`config.mk`:
```
export PLATFORM = sky130hd
export DESIGN_NAME = cles_regs
export DESIGN_NICKNAME = d
export VERILOG_FILES = /design/src/hw/cles_pkg.sv /design/src/hw/cles_regs.sv /design/src/hw/cles_flag.sv
export SDC_FILE = /design/constraint.sdc
export NUM_CORES = 1
export LEC_CHECK = 0
export BUFFER_PORTS_ARGS = -buffer_cell sky130_fd_sc_hd__buf_2
export CAP_MARGIN = 20
export CORE_ASPECT_RATIO = 0.5
export CORE_UTILIZATION = 30
export DETAILED_ROUTE_END_ITERATION = 10
export SYNTH_ARGS = -nofsm -noshare
export SYNTH_HDL_FRONTEND = slang
export SYNTH_SLANG_ARGS = --single-unit
export TNS_END_PERCENT = 30
```
`constraint.sdc`:
```
create_clock -name SYS_CLK -period 1.65 [get_ports SYS_CLK]
set_clock_uncertainty 0.15 [all_clocks]
set_input_delay 0.165 -clock SYS_CLK [delete_from_list [all_inputs] [get_ports SYS_CLK]]
set_output_delay 0.165 -clock SYS_CLK [all_outputs]
set_load 0.005 [all_outputs]
```
`src/hw/cles_pkg.sv`:
```
package cles_pkg;

   // ****************************************************************
   // Register map
   // ****************************************************************
   localparam logic [7:0] ADDR_ERROR_FLAGS = 8'h0A;
   localparam logic [7:0] ADDR_STATE_STATUS = 8'h0B;
   localparam logic [7:0] REG_ZERO = 8'h00;
   localparam logic [4:0] STATUS_RSVD_ZERO = 5'h00;

   // ****************************************************************
   // Error flag bit positions
   // ****************************************************************
   localparam int BIT_NVM_CMD = 7;
   localparam int BIT_WR_MISUSE = 6;
   localparam int BIT_OVERFLOW = 5;
   localparam int BIT_SHORT_FRAME = 4;
   localparam int BIT_EMPTY_TX = 3;
   localparam int BIT_COLLISION = 2;
   localparam int BIT_PROTOCOL = 1;
   localparam int BIT_INTEGRITY = 0;
   localparam int NUM_FLAGS = 8;

   // ****************************************************************
   // Transceiver state codes
   // ****************************************************************
   localparam logic [2:0] ST_IDLE = 3'h0;
   localparam logic [2:0] ST_TX_WAIT = 3'h1;
   localparam logic [2:0] ST_TRANSMIT = 3'h3;
   localparam logic [2:0] ST_RX_WAIT = 3'h5;
   localparam logic [2:0] ST_WAIT_DATA = 3'h6;
   localparam logic [2:0] ST_RECEIVE = 3'h7;
   localparam logic [2:0] ST_UNUSED = 3'h4;

   // ****************************************************************
   // Frame length limits
   // ****************************************************************
   localparam logic [15:0] MIN_FRAME_BITS = 16'h0004;
   localparam logic [15:0] EMD_MIN_BYTES = 16'h0003;
   localparam logic [15:0] BITS_PER_BYTE = 16'h0008;
   localparam logic [15:0] EMD_MIN_BITS = 16'h0018;

   // ****************************************************************
   // Types
   // ****************************************************************
   typedef enum logic [1:0] {
      CLES_RX_RUN = 2'h1,
      CLES_RX_HALT = 2'h2
   } cles_rx_phase_e;

   typedef struct packed {
      logic sof_valid;
      logic frame_end;
      logic [15:0] bit_count;
      logic byte_valid;
      logic [7:0] byte_data;
      logic stop_bit_err;
      logic sof_err;
      logic byte_count_err;
      logic parity_err;
      logic crc_err;
      logic coll;
      logic coll_in_eof;
      logic coll_pos_in_range;
      logic [5:0] coll_pos;
   } cles_rx_ev_s;

   typedef struct packed {
      logic valid;
      logic [5:0] pos;
   } cles_coll_s;

endpackage

```
`src/hw/cles_regs.sv`:
```
module cles_regs (
   // Clock and reset
   input wire logic SYS_CLK,
   input wire logic RESETN,
   input wire logic CE,
   // Host register port
   input wire logic [7:0] REG_ADDR,
   input wire logic REG_RD,
   input wire logic REG_WR,
   input wire logic [7:0] REG_WDATA,
   output logic [7:0] REG_RDATA,
   // Command and memory events
   input wire logic CL_CMD_START,
   input wire logic CMD_IS_RECEIVE,
   input wire logic CMD_IS_TRANSCEIVE,
   input wire logic AUTH_CMD_ACTIVE,
   input wire logic NVM_CMD_DONE,
   input wire logic NVM_CMD_FAIL,
   // Transceiver state from the sequencer
   input wire logic [2:0] TRANSCEIVER_STATE,
   input wire logic CRC_TX_PHASE,
   input wire logic TX_REQUEST,
   // Buffer side
   input wire logic HOST_BUF_WR,
   input wire logic BUF_FULL,
   input wire logic BUF_EMPTY,
   input wire logic BUF_FLUSH,
   input wire logic MULTI_FRAME_RECEIVE,
   input wire logic ERR_FLAGS_STORED,
   output logic HOST_BUF_WR_ACCEPT,
   output logic RX_PUSH,
   output logic [7:0] RX_PUSH_DATA,
   // Receiver side
   input wire cles_pkg::cles_rx_ev_s RX_EV,
   input wire logic EMD_SUPPRESS_EN,
   input wire logic COLLISION_AS_ERROR,
   output logic RECEIVE_DECODER_EN,
   output logic RECEIVE_IRQ,
   output logic FRAME_DROP,
   output cles_pkg::cles_coll_s COLLISION_POSITION_REG,
   // Error summary
   output logic SUMMARY_ERROR_IRQ
);

   // ****************************************************************
   // Event decode
   // ****************************************************************
   function automatic logic in_rx_phase(input logic [2:0] code);
      in_rx_phase = (code == cles_pkg::ST_RX_WAIT) || (code == cles_pkg::ST_WAIT_DATA) ||
                    (code == cles_pkg::ST_RECEIVE);
   endfunction

   logic [cles_pkg::NUM_FLAGS-1:0] flag_set;
   logic [cles_pkg::NUM_FLAGS-1:0] flag_clr;
   logic [cles_pkg::NUM_FLAGS-1:0] flags;
   logic [2:0] state_code;
   logic [2:0] next_state_code;
   cles_pkg::cles_rx_phase_e rx_phase;
   cles_pkg::cles_rx_phase_e next_rx_phase;
   cles_pkg::cles_coll_s next_coll;
   logic [7:0] next_rdata;
   logic rx_clear;
   logic prot_hit;
   logic coll_hit;
   logic short_hit;
   logic frame_ok;
   logic next_rx_irq;
   logic next_drop;
   logic next_push;
   logic [7:0] next_push_data;

   always_comb begin
      prot_hit = RX_EV.stop_bit_err | RX_EV.sof_err | RX_EV.byte_count_err;
      coll_hit = RX_EV.coll & ~RX_EV.coll_in_eof;
      rx_clear = (CL_CMD_START & CMD_IS_RECEIVE) |
                 (CMD_IS_TRANSCEIVE & (state_code != cles_pkg::ST_WAIT_DATA) &
                  (next_state_code == cles_pkg::ST_WAIT_DATA));
      short_hit = RX_EV.frame_end & RX_EV.sof_valid &
                  ((RX_EV.bit_count < cles_pkg::MIN_FRAME_BITS) |
                   (EMD_SUPPRESS_EN & (RX_EV.bit_count < cles_pkg::EMD_MIN_BITS)));
      frame_ok = RX_EV.frame_end & ~short_hit & (rx_phase == cles_pkg::CLES_RX_RUN);
   end

   // ****************************************************************
   // Flag set and clear terms
   // ****************************************************************
   always_comb begin
      flag_set = '0;
      flag_clr = '0;
      flag_set[cles_pkg::BIT_NVM_CMD] = NVM_CMD_DONE & NVM_CMD_FAIL;
      flag_clr[cles_pkg::BIT_NVM_CMD] = NVM_CMD_DONE & ~NVM_CMD_FAIL;
      flag_set[cles_pkg::BIT_WR_MISUSE] = HOST_BUF_WR &
         (CRC_TX_PHASE | in_rx_phase(state_code) | AUTH_CMD_ACTIVE);
      flag_clr[cles_pkg::BIT_WR_MISUSE] = MULTI_FRAME_RECEIVE ? ERR_FLAGS_STORED
                                                              : CL_CMD_START;
      flag_set[cles_pkg::BIT_OVERFLOW] = (HOST_BUF_WR | RX_EV.byte_valid) & BUF_FULL;
      flag_clr[cles_pkg::BIT_OVERFLOW] = BUF_FLUSH;
      flag_set[cles_pkg::BIT_SHORT_FRAME] = short_hit;
      flag_clr[cles_pkg::BIT_SHORT_FRAME] = rx_clear;
      flag_set[cles_pkg::BIT_EMPTY_TX] = TX_REQUEST & BUF_EMPTY;
      flag_clr[cles_pkg::BIT_EMPTY_TX] = CL_CMD_START;
      flag_set[cles_pkg::BIT_COLLISION] = coll_hit;
      flag_clr[cles_pkg::BIT_COLLISION] = rx_clear;
      flag_set[cles_pkg::BIT_PROTOCOL] = prot_hit;
      flag_clr[cles_pkg::BIT_PROTOCOL] = rx_clear;
      flag_set[cles_pkg::BIT_INTEGRITY] = RX_EV.parity_err | RX_EV.crc_err |
                                          (COLLISION_AS_ERROR & coll_hit);
      flag_clr[cles_pkg::BIT_INTEGRITY] = rx_clear;
   end

   genvar gi;
   generate
      for (gi = 0; gi < cles_pkg::NUM_FLAGS; gi++) begin : g_flag
         cles_flag u_flag (
            .clk(SYS_CLK),
            .resetn(RESETN),
            .ce(CE),
            .set(flag_set[gi]),
            .clr(flag_clr[gi]),
            .q(flags[gi])
         );
      end
   endgenerate

   // ****************************************************************
   // Receive phase, state code and collision position
   // ****************************************************************
   always_comb begin
      next_rx_phase = rx_phase;
      case (rx_phase)
         cles_pkg::CLES_RX_RUN: begin
            if (prot_hit) begin
               next_rx_phase = cles_pkg::CLES_RX_HALT;
            end
         end
         cles_pkg::CLES_RX_HALT: begin
            if (CL_CMD_START | rx_clear) begin
               next_rx_phase = cles_pkg::CLES_RX_RUN;
            end
         end
         default: begin
            next_rx_phase = cles_pkg::CLES_RX_RUN;
         end
      endcase
      // The unused code is never taken over, the last legal one stays
      next_state_code = (TRANSCEIVER_STATE == cles_pkg::ST_UNUSED) ? state_code
                                                                   : TRANSCEIVER_STATE;
      next_coll = COLLISION_POSITION_REG;
      if (rx_clear) begin
         next_coll = '0;
      end else if (coll_hit & ~flags[cles_pkg::BIT_COLLISION] & RX_EV.coll_pos_in_range) begin
         next_coll.valid = 1'b1;
         next_coll.pos = RX_EV.coll_pos;
      end
   end

   // ****************************************************************
   // Data path to the buffer and receive events
   // ****************************************************************
   always_comb begin
      // Byte with the protocol error and all later bytes up to the next command start or receive clear are dropped
      next_push = RX_EV.byte_valid & ~prot_hit & (rx_phase == cles_pkg::CLES_RX_RUN) &
                  ~BUF_FULL & ~flags[cles_pkg::BIT_OVERFLOW];
      next_push_data = RX_EV.byte_data;
      next_rx_irq = frame_ok;
      next_drop = short_hit;
      HOST_BUF_WR_ACCEPT = HOST_BUF_WR & ~BUF_FULL & ~flags[cles_pkg::BIT_OVERFLOW];
      RECEIVE_DECODER_EN = (rx_phase == cles_pkg::CLES_RX_RUN);
      SUMMARY_ERROR_IRQ = flags[cles_pkg::BIT_WR_MISUSE] | flags[cles_pkg::BIT_OVERFLOW] |
                          flags[cles_pkg::BIT_PROTOCOL] | flags[cles_pkg::BIT_EMPTY_TX] |
                          flags[cles_pkg::BIT_INTEGRITY];
   end

   // ****************************************************************
   // Register read port
   // ****************************************************************
   always_comb begin
      // Reads only sample, writes are ignored entirely
      next_rdata = REG_RDATA;
      if (REG_RD) begin
         case (REG_ADDR)
            cles_pkg::ADDR_ERROR_FLAGS: next_rdata = flags;
            cles_pkg::ADDR_STATE_STATUS: next_rdata = {cles_pkg::STATUS_RSVD_ZERO, state_code};
            default: next_rdata = cles_pkg::REG_ZERO;
         endcase
      end
   end

   always_ff @(posedge SYS_CLK or negedge RESETN) begin
      if (!RESETN) begin
         rx_phase <= cles_pkg::CLES_RX_RUN;
         state_code <= cles_pkg::ST_IDLE;
         COLLISION_POSITION_REG <= '0;
         REG_RDATA <= cles_pkg::REG_ZERO;
         RX_PUSH <= 1'b0;
         RX_PUSH_DATA <= cles_pkg::REG_ZERO;
         RECEIVE_IRQ <= 1'b0;
         FRAME_DROP <= 1'b0;
      end else if (CE) begin
         rx_phase <= next_rx_phase;
         state_code <= next_state_code;
         COLLISION_POSITION_REG <= next_coll;
         REG_RDATA <= next_rdata;
         RX_PUSH <= next_push;
         RX_PUSH_DATA <= next_push_data;
         RECEIVE_IRQ <= next_rx_irq;
         FRAME_DROP <= next_drop;
      end
   end
endmodule

```
`src/hw/cles_flag.sv`:
```
module cles_flag (
   // Clock and reset
   input wire logic clk,
   input wire logic resetn,
   input wire logic ce,
   // Flag control
   input wire logic set,
   input wire logic clr,
   output logic q
);

   logic next_q;

   // Set beats clear so an event in the clearing cycle is kept
   always_comb begin
      next_q = q;
      if (set) begin
         next_q = 1'b1;
      end else if (clr) begin
         next_q = 1'b0;
      end
   end

   always_ff @(posedge clk or negedge resetn) begin
      if (!resetn) begin
         q <= 1'b0;
      end else if (ce) begin
         q <= next_q;
      end
   end

endmodule

```
; Word level (Yosys, flattened, before mapping)
; Index checks and enable logic that the tools add are counted.
[classes]
order_cmp = 2
eq_ne = 12
n_mux = 21
n_bitwise = 44
reduce_logical = 22
[ops]
columns = cell, count
row1 = 1-bit AND, 23
row2 = 2-bit AND reduction, 10
row3 = 2-bit nonzero test, 9
row4 = 8-bit by 4-bit == test with 1-bit output (second input constant), 2
row5 = 16-bit by 3-bit less-than comparator with 1-bit output (second input constant), 1
row6 = 16-bit by 5-bit less-than comparator with 1-bit output (second input constant), 1
row7 = 8-bit one-hot mux with 2 select lines, 1
row8 = 3-bit == test (second input constant), 5
row9 = 1-bit 2-to-1 mux, 14
row10 = 7-bit 2-to-1 mux, 2
row11 = 1-bit OR, 14
row12 = 1-bit NOT, 7
row13 = 2-bit 2-to-1 mux, 2
row14 = 2-bit one-hot mux with 2 select lines, 1
row15 = 3-bit 2-to-1 mux, 1
row16 = 3-bit != test (second input constant), 1
row17 = 3-bit AND reduction, 1
row18 = 2-bit by 1-bit == test with 1-bit output (second input constant), 1
row19 = 2-bit == test (second input constant), 1
row20 = 1-bit logical OR, 2
row21 = 2-bit by 1-bit != test with 1-bit output (second input constant), 1
row22 = 2-bit != test (second input constant), 1
[word_totals]
register_bits = 39
input_bits = 81

; Logic depth before layout (Yosys ltp)
[depth]
word_depth = 8
ltp_mapped = 5
ltp_nobuf = 4

; Cells and area by module
; From an unflattened synthesis, not the netlist that was laid out.
[hier_totals]
hier_cells = 147
area_unflattened_um2 = 1775.5
[modules_own_cells]
columns = module, instances, cells_each, area_each_um2
row1 = cles_regs, 1, 123, 1475.2
row2 = cles_flag, 8, 3, 37.5

; Worst setup path before layout
; Ideal clock, no wire load.
[synth_timing]
kind = input to register
start = in REG_ADDR[4]
end = reg REG_RDATA[3]
setup_ns = 0.065
arrival_ns = 1.433
t_required_ns = 1.435
path_slack_ns = 0.002
cell_stages = 4
cell_sequence = or4b_1 > or4_4 > nor2_4 > a22o_1
[synth_between]
elab_chain_cells = 2
elab_cells_between_ends = 3
classes_between = eq/ne: 2 / mux: 1
[synth_rtl]
columns = item, line_no
row1 = "start, declared", cles_regs.sv:7  ; input wire logic [7:0] REG_ADDR,
row2 = 8-bit by 4-bit == test with 1-bit output, cles_regs.sv:181  ; case (REG_ADDR)
row3 = 8-bit one-hot mux with 2 select lines (*), cles_regs.sv:181
row4 = "end signal, assigned", cles_regs.sv:194  ; REG_RDATA <= cles_pkg::REG_ZERO;
row5 = "end signal, assigned", cles_regs.sv:203  ; REG_RDATA <= next_rdata;
row6 = "end, declared", cles_regs.sv:11  ; output logic [7:0] REG_RDATA,
; Mark *: on every way between the ends. The rest lies on a longest branch, timed or not.
; A chain may end at the register's enable or synchronous reset.

; Worst setup path in the final report
[layout_timing]
start = in RX_EV[22] in the netlist's numbering
end = reg g_flag[5].u_flag.q
[layout_between]
elab_chain_cells = 4
elab_cells_between_ends = 5
classes_between = mux: 1 / bitwise: 2 / reduce/logical: 2
[layout_rtl]
columns = item, line_no
row1 = "start, declared", cles_regs.sv:34  ; input wire cles_pkg::cles_rx_ev_s RX_EV,
row2 = 1-bit OR (*), cles_regs.sv:96  ; flag_set[cles_pkg::BIT_OVERFLOW] = (HOST_BUF_WR | RX_EV.byte_valid) & BUF_FULL;
row3 = 1-bit AND (*), cles_regs.sv:96
row4 = 2-bit nonzero test (no line), n/a
row5 = 2-bit AND reduction (no line), n/a
row6 = "end signal, assigned", cles_flag.sv:28  ; q <= next_q;
row7 = "end, declared", cles_flag.sv:9  ; output logic q
; Marks and branches as above.

==> metrics.csv <==
stage;metric;value;unit
pwr;pwr-share-comb;0.182;
timing;period_minus_slack;1611;ps
cells_and_area;nFillCells;469;
detailed_routing;vias_per_cell;4.759;
timing;rsz0062_at_grt;true;
detailed_routing;drc;0;
clock_tree;cts_made_buffers;5;
die;core_area;0.005180;mm²
synth;synth_top_area_cell;dfrtp_1;
timing;fmax;620.9;MHz
global_routing;gr-total-overflow;0;
global_routing;antenna_found_initial;0;
synth;ys_types;39;
synth;syn-instance-count;144;
global_routing;grt_usage;0.1677;
synth;synth_top_area_frac;0.5601;
cells_and_area;final_common_cell;buf_2;
detailed_routing;vias;1656;
clock_tree;clock-sinks;39;
cells_and_area;seq_area;977.2;µm²
synth;synthArstFlopShare;1.000;
die;fp.dieH;55.20;µm
placed_design;io_buffers;98;
clock_tree;htree_num_levels;2;
die;rows;18;
worst_setup_path;end_kind;flip-flop;
cells_and_area;area_growth;60.65;%
min_path;hold_path.class;input port to flip-flop;
detailed_routing;drtPass1Iterations;4;
clock_tree;cts_buffer_depth;2;
detailed_routing;wire_per_inst;13.84;µm
detailed_routing;drtIter0Drc;27;
synth;synth_ff_type;dfrtp_1;
detailed_routing;ant_nets;0;
timing;hold_viol_final;1;
timing;maxSlewViolCount;0;
pwr;swShare;0.2501;
detailed_routing;wl;4816;µm
global_routing;grt_pass1_wl;7389;µm
synth;synth_area_per_cell;11.79;µm²
cells_and_area;mostFrequentLayoutCells;buf_2, dfrtp_1, dlygate4sd3_1, nand2_1, a22o_1;
timing;finalCritPeriodShare;0.9761;
pwr;p_leak;1.411;nW
cells_and_area;drive_above_1_share;0.4748;
timing;slew_headroom;0.6648;
pwr;vdd_ir_drop_max;0.3898;mV
cells_and_area;nets;358;
worst_setup_path;worst-path-max-fanout;2;
synth;syn_area;0.001698;mm²
cells_and_area;final_util;0.5266;
run;cap_viol_max_count;0;
worst_setup_path;crit_type;input port to flip-flop;
clock_tree;path_clk_slew;60;ps
synth;synth.area.top_cells;dfrtp_1, a22o_1, mux2_2, nand2_1, o21ai_0;
status;failed_checks;negative hold slack;
worst_setup_path;startpoint_type;input port;
global_routing;grt_pass1_vias;1626;
pwr;clockPowerShare;0.367;
clock_tree;clock_latency;280;ps
status;status;finished with violations;
timing;tns;0;ps
clock_tree;cts_tree;done;
pwr;power.density;920.9;mW/mm²
synth;synth_edf_count;0;
global_routing;grt_max_degree;40;
cells_and_area;num_antenna_cells;0;
die;dieArea;0.005983;mm²
die;ios;110;
pwr;switchingPower;0.6282;mW
worst_setup_path;arrival;1620;ps
clock_tree;clock-root-buffer;clkbuf_16;
pwr;p_seq_frac;0.451;
timing;worst_slew_pin_slew;502.8;ps
placed_design;hpwl;3529;µm
synth;synth_nets;225;
die;die_w;108.4;µm
placed_design;place_congestion;0.7190;
synth;synth_seq_cells;39;
worst_setup_path;crit_required;1660;ps
pwr;p_int;1.884;mW
cells_and_area;multi_input_area;730.7;µm²
synth;yosys_warnings;0;
timing;hold_ws;-0.5324;ps
synth;ys_seq_area_frac;0.5755;
die;initial_core_util;0.3278;
timing;setup_viol;0;
==> final cells by class <==
type | count | area share
clock buffers | 7 | 0.04862
multi-input cells | 97 | 0.2679
inverters | 5 | 0.006881
flip-flops and latches | 39 | 0.3583
repair buffers | 129 | 0.2844
well taps | 70 | 0.03211
clock inverters | 1 | 0.001835
==> logic make-up (layout without fill, tap and decap cells) <==
group	Yosys count	in the layout	synth area share
mux	13	13	0.08401
simple gates	46	46	0.1511
buf+inv	8	142	0.01769
compound gates	38	38	0.1717
flops	39	39	0.5755
==> critical path: stages <==
cell and delay (ps):
dlygate4sd3_1 560, buf_2 140, o211ai_1 140, nand2_1 60, dlygate4sd3_1 560
==> state kept, by name (all words and copies together) (netlist names) <==
register,cells
REG_RDATA,8
RX_PUSH_DATA,8
g_flag.u_flag.q,8
COLLISION_POSITION_REG,7
state_code,3
rx_phase,2
FRAME_DROP,1
RECEIVE_IRQ,1
RX_PUSH,1
==> timing repair <==
item	CTS	global route
endpoints found under the hold margin	57	0
hold buffers	21	0
resized for setup	3	5
setup buffers	0	1
setup endpoints to repair	8	12
pin swaps	0	1
==> Yosys cell counts (2+ instances only) <==
library cell   n
o21ai_0        8
a22o_1        13
nor2_1         5
dfrtp_1       38
nand2_1       17
mux2i_1        3
buf_1          2
mux2_2        10
nor2b_1        2
nand3_1        2
a32o_1         3
nor4b_1        4
nor3_1         3
a21oi_1        2
nand2b_1       2
a21o_1         3
inv_1          5
==> worst paths after layout <==
kind                       slack (ps)          start                        end  cells past startpoint
setup / recovery                   40      RX_EV[22]         g_flag[5].u_flag.q                      5
hold / removal                   -0.5      RX_EV[39]                RECEIVE_IRQ                      3
setup reg to reg                   80  state_code[0]  COLLISION_POSITION_REG[1]                      5
hold reg to reg                   320     FRAME_DROP                 FRAME_DROP                      1
max in group asynchronous         640         RESETN                rx_phase[0]                      3
min in group asynchronous         340         RESETN  COLLISION_POSITION_REG[0]                      3
==> per-layer routing <==
| layer | share of wire | global-route usage | vias to the layer above |
|---|---|---|---|
| met5 | 0 | 0 | - |
| met4 | 0.0033 | 0.05405 | 0 |
| met3 | 0.028 | 0.03981 | 2 |
| met2 | 0.54 | 0.3153 | 31 |
| met1 | 0.43 | 0.1962 | 812 |
| li1 | - | - | 811 |
==> stage by stage <==
| step | worst slack (ps) | hold WS [ps] | power (mW) | area [µm²] | instances |
|---|---|---|---|---|---|
| after floorplan | 1.562 | -280.6 | 1.311 | 1698 | 144 |
| final | 39.49 | -0.5324 | 2.512 | 2728 | 348 |
| after CTS | 30.97 | 1.385 | 2.507 | 2691 | 347 |
| after global routing | -13.44 | 6.624 | 2.630 | 2728 | 348 |
| after global placement | -130.8 | 95.19 | 1.529 | 2332 | 318 |
| after detailed placement | -180.3 | 105.0 | 1.547 | 2332 | 318 |
==> power by group through the flow <==
stage / Combinational, mW / Sequential [mW] / Clock (mW)
floorplan: 0.176 / 1.13 / 0
global placement: 0.393 / 1.14 / 0
detailed placement: 0.405 / 1.14 / 0
CTS: 0.450 / 1.13 / 0.931
global route: 0.509 / 1.14 / 0.976
finish: 0.458 / 1.13 / 0.921
Note: power is estimated with default switching activity, not from simulation.
